**src/rtl/sboe_pkg.sv**
```systemverilog
// package for the skip, branch and or-literal execution unit
// assumes a 14-bit instruction word, 8-bit data and a 15-bit program counter
`default_nettype none
package sboe_pkg;
	// ------------------------------------------------------------
	// widths
	// ------------------------------------------------------------
	localparam int INSTR_W = 14;
	localparam int DATA_W = 8;
	localparam int FADDR_W = 7;
	localparam int PC_W = 15;
	localparam int LATCH_W = 7;
	localparam int GOTO_K_W = 11;

	// ------------------------------------------------------------
	// instruction fields
	// ------------------------------------------------------------
	localparam int OPC6_HI = 13;
	localparam int OPC6_LO = 8;
	localparam int OPC3_HI = 13;
	localparam int OPC3_LO = 11;
	localparam int DEST_BIT = 7;
	localparam int FADDR_HI = 6;
	localparam int FADDR_LO = 0;
	localparam int LIT8_HI = 7;
	localparam int LIT8_LO = 0;
	localparam int LIT11_HI = 10;
	localparam int LIT11_LO = 0;
	localparam int LATCH_HI = 6;
	localparam int LATCH_LO = 3;

	// opcode values (arbitrary encodings)
	localparam logic [5:0] OPC_DEC_SKIP = 6'h21;
	localparam logic [5:0] OPC_INC_SKIP = 6'h22;
	localparam logic [5:0] OPC_OR_LIT = 6'h23;
	localparam logic [2:0] OPC_GOTO = 3'h6;

	localparam logic DEST_ACC = 1'h0;
	localparam logic DEST_FILE = 1'h1;

	// ------------------------------------------------------------
	// reset values and constants
	// ------------------------------------------------------------
	localparam logic [DATA_W-1:0] ACC_RST = 8'h00;
	localparam logic [DATA_W-1:0] DATA_ZERO = 8'h00;
	localparam logic [DATA_W-1:0] DATA_ONE = 8'h01;
	localparam logic [FADDR_W-1:0] FADDR_RST = 7'h00;
	localparam logic [PC_W-1:0] PC_RST = 15'h0000;

	typedef enum logic [2:0] {
		SBOE_OP_NONE = 3'b000,
		SBOE_OP_DEC = 3'b001,
		SBOE_OP_INC = 3'b010,
		SBOE_OP_OR = 3'b011,
		SBOE_OP_GOTO = 3'b100
	} sboe_op_t;

	typedef enum logic {
		SBOE_RUN = 1'b0,
		SBOE_FLUSH = 1'b1
	} sboe_slot_t;

	function automatic logic sboe_is_zero(input logic [DATA_W-1:0] v);
		return v == DATA_ZERO;
	endfunction
endpackage
`default_nettype wire

```
**src/rtl/sboe_alu.sv**
```systemverilog
// data path for decrement, increment and or-literal
// assumes operands are stable combinational inputs
`timescale 1ns/1ps
`default_nettype none
module sboe_alu
	import sboe_pkg::*;
(
	input wire sboe_pkg::sboe_op_t op_i,
	input wire logic [sboe_pkg::DATA_W-1:0] file_i,
	input wire logic [sboe_pkg::DATA_W-1:0] acc_i,
	input wire logic [sboe_pkg::DATA_W-1:0] lit_i,
	output logic [sboe_pkg::DATA_W-1:0] result_o,
	output logic zero_o
);
	import sboe_pkg::*;

	// wrap-around is intended: 00h-1 gives FFh, FFh+1 gives 00h and skips
	wire logic [DATA_W-1:0] dec_val = DATA_W'(file_i - DATA_ONE);
	wire logic [DATA_W-1:0] inc_val = DATA_W'(file_i + DATA_ONE);
	wire logic [DATA_W-1:0] or_val = acc_i | lit_i;

	assign result_o = (op_i == SBOE_OP_DEC) ? dec_val :
		(op_i == SBOE_OP_INC) ? inc_val :
		(op_i == SBOE_OP_OR) ? or_val : DATA_ZERO;
	assign zero_o = sboe_is_zero(result_o);
endmodule // sboe_alu
`default_nettype wire

```
**src/rtl/sboe_exec_unit.sv**
```systemverilog
// execution unit for skip-on-null, unconditional branch and or-literal
// assumes file_rdata_i already holds the addressed register in the issue cycle,
// and that the core presents one instruction per instr_valid_i cycle
// Overview of operation
// - decrement-skip subtracts one from the file register, no flag change.
// - zero decrement result turns the next instruction into a no-operation.
// - increment-skip adds one to the file register, no flag change.
// - zero increment result turns the next instruction into a no-operation.
// - destination bit zero writes the accumulator, one writes the file register.
// - file operand is a 7-bit address, 0 to 127, within current bank.
// - branch fills program counter bits 14..11 from holding register bits 6..3.
// - branch takes two cycles and changes no flags.
// - or-literal ors accumulator with 8-bit literal into accumulator, zero flag only.
`timescale 1ns/1ps
`default_nettype none
module sboe_exec_unit
	import sboe_pkg::*;
(
	input wire logic clk_sys_i,
	input wire logic rst_i,
	input wire logic instr_valid_i,
	input wire logic [sboe_pkg::INSTR_W-1:0] instr_i,
	input wire logic [sboe_pkg::DATA_W-1:0] file_rdata_i,
	input wire logic [sboe_pkg::LATCH_W-1:0] pc_upper_holding_reg_i,
	output logic [sboe_pkg::DATA_W-1:0] acc_o,
	output logic zero_flag_o,
	output logic file_we_o,
	output logic [sboe_pkg::FADDR_W-1:0] file_addr_o,
	output logic [sboe_pkg::DATA_W-1:0] file_wdata_o,
	output logic pc_load_o,
	output logic [sboe_pkg::PC_W-1:0] pc_o,
	output logic nop_slot_o
);
	import sboe_pkg::*;

	// ------------------------------------------------------------
	// decode
	// ------------------------------------------------------------
	sboe_slot_t slot;
	sboe_slot_t next_slot;
	sboe_op_t op;

	wire logic [5:0] opc6 = instr_i[OPC6_HI:OPC6_LO];
	wire logic [2:0] opc3 = instr_i[OPC3_HI:OPC3_LO];
	wire logic dest_sel = instr_i[DEST_BIT];
	wire logic [FADDR_W-1:0] faddr = instr_i[FADDR_HI:FADDR_LO];
	wire logic [DATA_W-1:0] lit8 = instr_i[LIT8_HI:LIT8_LO];
	wire logic [GOTO_K_W-1:0] lit11 = instr_i[LIT11_HI:LIT11_LO];
	wire logic [3:0] latch_bits = pc_upper_holding_reg_i[LATCH_HI:LATCH_LO];

	// a slot that is being flushed executes nothing at all
	wire logic issue = instr_valid_i && (slot == SBOE_RUN);
	wire logic is_dec = issue && (opc6 == OPC_DEC_SKIP);
	wire logic is_inc = issue && (opc6 == OPC_INC_SKIP);
	wire logic is_or = issue && (opc6 == OPC_OR_LIT);
	wire logic is_goto = issue && (opc3 == OPC_GOTO);
	wire logic is_skip_op = is_dec || is_inc;

	assign op = is_dec ? SBOE_OP_DEC :
		is_inc ? SBOE_OP_INC :
		is_or ? SBOE_OP_OR :
		is_goto ? SBOE_OP_GOTO : SBOE_OP_NONE;

	// ------------------------------------------------------------
	// data path
	// ------------------------------------------------------------
	logic [DATA_W-1:0] alu_result;
	logic alu_zero;

	sboe_alu u_alu (
		.op_i(op),
		.file_i(file_rdata_i),
		.acc_i(acc_o),
		.lit_i(lit8),
		.result_o(alu_result),
		.zero_o(alu_zero)
	);

	wire logic skip_taken = is_skip_op && alu_zero;
	wire logic to_file = is_skip_op && (dest_sel == DEST_FILE);
	wire logic to_acc = (is_skip_op && (dest_sel == DEST_ACC)) || is_or;
	// the branch target is formed here; the core's own counter takes pc_o on pc_load_o
	wire logic [PC_W-1:0] goto_target = {latch_bits, lit11};

	wire logic [DATA_W-1:0] next_acc = to_acc ? alu_result : acc_o;
	// skip ops never touch the flag, only or-literal does
	wire logic next_zero = is_or ? alu_zero : zero_flag_o;

	// ------------------------------------------------------------
	// slot sequencing
	// ------------------------------------------------------------
	// the second cycle of a branch or of a taken skip is a flushed slot: the
	// instruction presented there was fetched along the wrong path
	always_comb begin
		next_slot = slot;
		case (slot)
			SBOE_RUN: begin
				if (skip_taken || is_goto) begin
					next_slot = SBOE_FLUSH;
				end
			end
			SBOE_FLUSH: begin
				if (instr_valid_i) begin
					next_slot = SBOE_RUN;
				end
			end
			default: begin
				next_slot = SBOE_RUN;
			end
		endcase
	end

	always_ff @(posedge clk_sys_i or posedge rst_i) begin
		if (rst_i) begin
			slot <= SBOE_RUN;
			nop_slot_o <= 1'b0;
		end else begin
			slot <= next_slot;
			nop_slot_o <= (next_slot == SBOE_FLUSH);
		end
	end

	// ------------------------------------------------------------
	// result registers
	// ------------------------------------------------------------
	always_ff @(posedge clk_sys_i or posedge rst_i) begin
		if (rst_i) begin
			acc_o <= ACC_RST;
			zero_flag_o <= 1'b0;
			file_we_o <= 1'b0;
			file_addr_o <= FADDR_RST;
			file_wdata_o <= DATA_ZERO;
		end else begin
			acc_o <= next_acc;
			zero_flag_o <= next_zero;
			file_we_o <= to_file;
			file_addr_o <= to_file ? faddr : file_addr_o;
			file_wdata_o <= to_file ? alu_result : file_wdata_o;
		end
	end

	always_ff @(posedge clk_sys_i or posedge rst_i) begin
		if (rst_i) begin
			pc_load_o <= 1'b0;
			pc_o <= PC_RST;
		end else begin
			pc_load_o <= is_goto;
			pc_o <= is_goto ? goto_target : pc_o;
		end
	end

	// ------------------------------------------------------------
	// checks
	// ------------------------------------------------------------
	dec_to_file_a: assert property (@(posedge clk_sys_i) disable iff (rst_i)
		(is_dec && dest_sel) |=> file_we_o && file_addr_o == $past(faddr)
		&& file_wdata_o == DATA_W'($past(file_rdata_i) - DATA_ONE))
		else $error("decrement result not written to file register");

	dec_skip_a: assert property (@(posedge clk_sys_i) disable iff (rst_i)
		is_dec |=> (nop_slot_o == ($past(file_rdata_i) == DATA_ONE)))
		else $error("decrement skip decision wrong");

	inc_to_acc_a: assert property (@(posedge clk_sys_i) disable iff (rst_i)
		(is_inc && !dest_sel) |=> !file_we_o
		&& acc_o == DATA_W'($past(file_rdata_i) + DATA_ONE))
		else $error("increment result not written to accumulator");

	inc_skip_a: assert property (@(posedge clk_sys_i) disable iff (rst_i)
		is_inc |=> (nop_slot_o == ($past(file_rdata_i) == 8'hFF)))
		else $error("increment skip decision wrong");

	dest_file_a: assert property (@(posedge clk_sys_i) disable iff (rst_i)
		(is_skip_op && dest_sel) |=> $stable(acc_o) && $stable(zero_flag_o))
		else $error("file destination disturbed accumulator or flag");

	goto_target_a: assert property (@(posedge clk_sys_i) disable iff (rst_i)
		is_goto |=> pc_load_o && pc_o[10:0] == $past(lit11))
		else $error("branch low bits wrong");

	goto_upper_a: assert property (@(posedge clk_sys_i) disable iff (rst_i)
		is_goto |=> pc_o[14:11] == $past(pc_upper_holding_reg_i[6:3]))
		else $error("branch upper bits wrong");

	goto_two_cycle_a: assert property (@(posedge clk_sys_i) disable iff (rst_i)
		is_goto |=> nop_slot_o && $stable(zero_flag_o) && $stable(acc_o))
		else $error("branch did not flush or changed flags");

	or_lit_a: assert property (@(posedge clk_sys_i) disable iff (rst_i)
		is_or |=> acc_o == ($past(acc_o) | $past(lit8)) && !file_we_o)
		else $error("or-literal result wrong");

	or_zero_a: assert property (@(posedge clk_sys_i) disable iff (rst_i)
		is_or |=> zero_flag_o == (acc_o == DATA_ZERO))
		else $error("zero flag does not follow or result");

	flush_quiet_a: assert property (@(posedge clk_sys_i) disable iff (rst_i)
		(instr_valid_i && nop_slot_o) |=> !file_we_o && !pc_load_o && !nop_slot_o
		&& $stable(acc_o) && $stable(zero_flag_o))
		else $error("flushed slot had an effect");

	dec_to_acc_a: assert property (@(posedge clk_sys_i) disable iff (rst_i)
		(is_dec && !dest_sel) |=> !file_we_o
		&& acc_o == DATA_W'($past(file_rdata_i) - DATA_ONE))
		else $error("decrement result not written to accumulator");

	inc_to_file_a: assert property (@(posedge clk_sys_i) disable iff (rst_i)
		(is_inc && dest_sel) |=> file_we_o && file_addr_o == $past(faddr)
		&& file_wdata_o == DATA_W'($past(file_rdata_i) + DATA_ONE))
		else $error("increment result not written to file register");

	skip_flag_a: assert property (@(posedge clk_sys_i) disable iff (rst_i)
		is_skip_op |=> $stable(zero_flag_o))
		else $error("skip instruction changed the zero flag");

	goto_quiet_a: assert property (@(posedge clk_sys_i) disable iff (rst_i)
		is_goto |=> !file_we_o && $stable(file_wdata_o))
		else $error("branch wrote a file register");

	skip_no_load_a: assert property (@(posedge clk_sys_i) disable iff (rst_i)
		is_skip_op |=> !pc_load_o && $stable(pc_o))
		else $error("skip instruction loaded the program counter");
endmodule // sboe_exec_unit
`default_nettype wire

```
**config.mk**
```make
export PLATFORM = sky130hd
export DESIGN_NAME = sboe_exec_unit
export DESIGN_NICKNAME = d
export VERILOG_FILES = /design/src/rtl/sboe_pkg.sv /design/src/rtl/sboe_alu.sv /design/src/rtl/sboe_exec_unit.sv
export SDC_FILE = /design/constraint.sdc
export NUM_CORES = 1
export LEC_CHECK = 0
export ABC_CLOCK_PERIOD_IN_PS = 5300
export BUFFER_PORTS_ARGS = -buffer_cell sky130_fd_sc_hd__buf_2
export CAP_MARGIN = 10
export CORE_ASPECT_RATIO = 1.25
export CORE_MARGIN = 1
export CORE_UTILIZATION = 53
export DETAILED_ROUTE_END_ITERATION = 10
export MAX_ROUTING_LAYER = met4
export PLACE_DENSITY = 0.85
export REMOVE_ABC_BUFFERS = 1
export SETUP_SLACK_MARGIN = 0.3
export SLEW_MARGIN = 20
export SYNTH_ARGS = -nofsm -noshare
export SYNTH_HDL_FRONTEND = slang
export SYNTH_SLANG_ARGS = --single-unit
```
**constraint.sdc**
```tcl
create_clock -name clk_sys_i -period 5.3 [get_ports clk_sys_i]
set_clock_uncertainty 0.15 [all_clocks]
set_input_delay 0.795 -clock clk_sys_i [delete_from_list [all_inputs] [get_ports clk_sys_i]]
set_output_delay 0.795 -clock clk_sys_i [all_outputs]
set_load 0.005 [all_outputs]
```
==> results.yml <==
status:
  violations: "design-rule violations"
  status: "finished with violations"
logic_synthesis:
  ys_ff_latch: 42
  synth-main-ff-cell: "dfrtp_1"
  synth-edff-count: 0
  ys_warn_count: 0
  synth_top_area_share: 0.5063
  synth_area_per_cell_sq_um: 11.34
  yosys.area.top_type: "dfrtp_1"
  synth_area_leaders: "dfrtp_1, mux2_2, a21oi_1"
  ys_types: 40
  postSynthCellCount: 183
  async_flop_share: 1.000
  synth_area_sq_mm: 0.002076
  yosysSeqAreaShare: 0.5063
placement:
  place_congestion: 0.8761
  dpl.cell_count: 285
  numPortBuffers: 70
  dpl_cell_area_sq_mm: 0.002442
  dpl.hpwl_um: 3432
sta:
  hold_viol: 0
  finalCritPeriodShare: 0.5394
  fin_crit_ns: 2.859
  fin_setup_tns_ns: 0
  setup_viol: 0
  worstMarginPinSlew_ns: 0.9226
  slew_headroom: 0.3850
  maxSlewViolCount: 0
  timing.fmax_mhz: 349.8
  rsz0062_at_grt: "false"
route:
  wl_per_cell_um: 16.19
  first_pass_iters: 7
  met3_length_um: 224
  viasPerCell: 5.669
  wl_um: 4745
  vias: 1661
  drtAntennaViolNets: 0
  met1Wirelength_um: 1961
  drtIter0Drc: 102
  wl_met2_um: 2444
  routed.top_layer: "met4"
  drcViolationCount: 4
critical_path:
  critical_path.slowest_cell: "or4b_1"
  crit_required_ns: 5.34
  max_stage_delay_ns: 0.52
  critPathCaptureType: "flop"
  path_class: "in -> reg"
  worstPathCellList: "buf_2 > inv_1 > o31ai_1 > a211oi_1 > a211oi_2 > or4b_1 > o31ai_1"
  worstPathArrival_ns: 2.90
  crit_fanout: 13
  crit_path_start_kind: "primary input"
  cpMostUsedCell: "o31ai_1"
  cp_num_buf_inv: 2
  cpLargestDelayFamily: "compound AO/OA/AOI/OAI gates"
grt:
  grt_pass1_vias: 1589
  antenna_found_initial: 0
  overflow: 0
  grtUsageTotal: 0.2514
  grt_pass1_wl_um: 7583
  grt_max_degree: 43
die:
  initial_core_util: 0.5530
  core_area_sq_mm: 0.003754
  fp.dieH_um: 71.97
  die_w_um: 57.98
  die_area_sq_mm: 0.004172
  std_cell_rows: 25
  ios: 74
clocking:
  clk-insertion-delay-late_ns: 0.29
  root_buffer: "clkbuf_8"
  ctsHoldBuffers: 0
  cts_tree: "done"
  cts.htree.levels: 2
  path_clk_slew_ns: 0.08
  cts_buffers: 5
  cts_resized: 0
  clockBufferDepth: 2
  post_cts_buffers: 0
  cts.sinks: 42
final_layout:
  post-route-util: 0.6887
  antenna_cells: 0
  areaGrowthSynthToFinish_pct: 24.53
  mostFrequentLayoutCells: "buf_2, dfrtp_1, mux2_2"
  final_cell_area_sq_mm: 0.002585
  drive_gt1_frac: 0.4625
  fin_nets: 286
  mostFrequentLayoutCell: "buf_2"
  stdcell_count: 293
power:
  irDropWorstVdd_mv: 0.2290
  power_frac_comb: 0.168
  power_switching_uw: 191.2
  cellLeakagePower_nw: 1.327
  clkPwrFrac: 0.374
  intPower_uw: 631.3
  p_sw_frac: 0.2325
  power.density_mw_per_mm2: 318.2
  seqPwrFrac: 0.458
hold_path:
  min_path_type: "reg -> reg"
job:
  drv_cap: 0
-- area by class of cell --
cell class | instances | area [sq um]
fillers | 301 | 1169
clock inverters | 2 | 60.06
multi-input cells | 125 | 957.2
flip-flops and latches | 42 | 1051
well taps | 40 | 50.05
inverters | 7 | 26.28
repair buffers | 71 | 357.8
clock buffers | 6 | 82.58
-- metrics by stage --
step                setup slack (ns)  total power, mW  hold WS, ns
floorplan                      2.690           0.4496       0.3233
global placement               2.204           0.5153       0.3090
detailed placement             2.186           0.5217       0.3168
CTS                            2.469           0.8297       0.3342
global route                   2.295           0.8602       0.3670
finish                         2.441           0.8225       0.3271
-- registers in the layout, summed over array words and instances, names as in the netlist --
register,flops
zero_flag_o,1
file_wdata_o,8
slot,1
pc_o,15
pc_load_o,1
file_addr_o,7
file_we_o,1
acc_o,8
-- Yosys cell counts, types with 2 or more instances --
cell type and number:
nor3_1 4, o21ai_0 5, o31ai_1 3, xnor2_1 6, mux2_2 33, clkbuf_1 8, nor3b_1 2, nand4_1 4
and3_1 2, nor2_1 12, inv_1 7, a21oi_1 11, ha_1 2, dfrtp_1 42, xor2_1 3, nand3_1 5
a211oi_1 2, nand2_1 10
-- cells by family (layout without fill, tap and decap cells) --
family / after synthesis / count (layout) / share of synthesized area
AOI/OAI and AO/OA: 32 / 32 / 0.1049
xor gates and xnor gates: 9 / 9 / 0.03798
adders and majority gates: 2 / 2 / 0.01205
buffers and inverters: 16 / 86 / 0.03255
DFF: 42 / 42 / 0.5063
muxes: 33 / 33 / 0.1790
and+or+nand+nor: 49 / 49 / 0.1272
-- tightest hold or removal path, stage by stage (launching register included) --
cell	delay (ns)
dfrtp_1	0.34
nand2_1	0.04
o21ai_0	0.06
-- power groups by stage --
| stage | Clock (mW) | Combinational, mW | Sequential (mW) |
|---|---|---|---|
| after floorplan | 0 | 0.0626 | 0.387 |
| after global placement | 0 | 0.135 | 0.380 |
| after detailed placement | 0 | 0.139 | 0.383 |
| after CTS | 0.313 | 0.139 | 0.377 |
| after global routing | 0.327 | 0.152 | 0.381 |
| final | 0.308 | 0.138 | 0.377 |
-- routing by layer --
layer | up-vias | track usage
met2 | 51 | 0.3959
met5 | - | -
met3 | 10 | 0.04813
met4 | 0 | 0.1032
met1 | 802 | 0.3200
li1 | 798 | -
-- worst paths after layout --
kind	startpoint	end	slack [ns]	cells past startpoint
max in group asynchronous	rst_i	pc_o[1]	4.19	3
setup / recovery	instr_i[9]	zero_flag_o	2.44	7
hold reg to reg	file_wdata_o[6]	file_wdata_o[6]	0.33	2
min in group asynchronous	rst_i	pc_o[14]	0.45	3
hold / removal	file_wdata_o[6]	file_wdata_o[6]	0.33	2
setup reg to reg	slot	file_wdata_o[2]	2.64	6
Note: power is estimated with default switching activity, not from simulation.
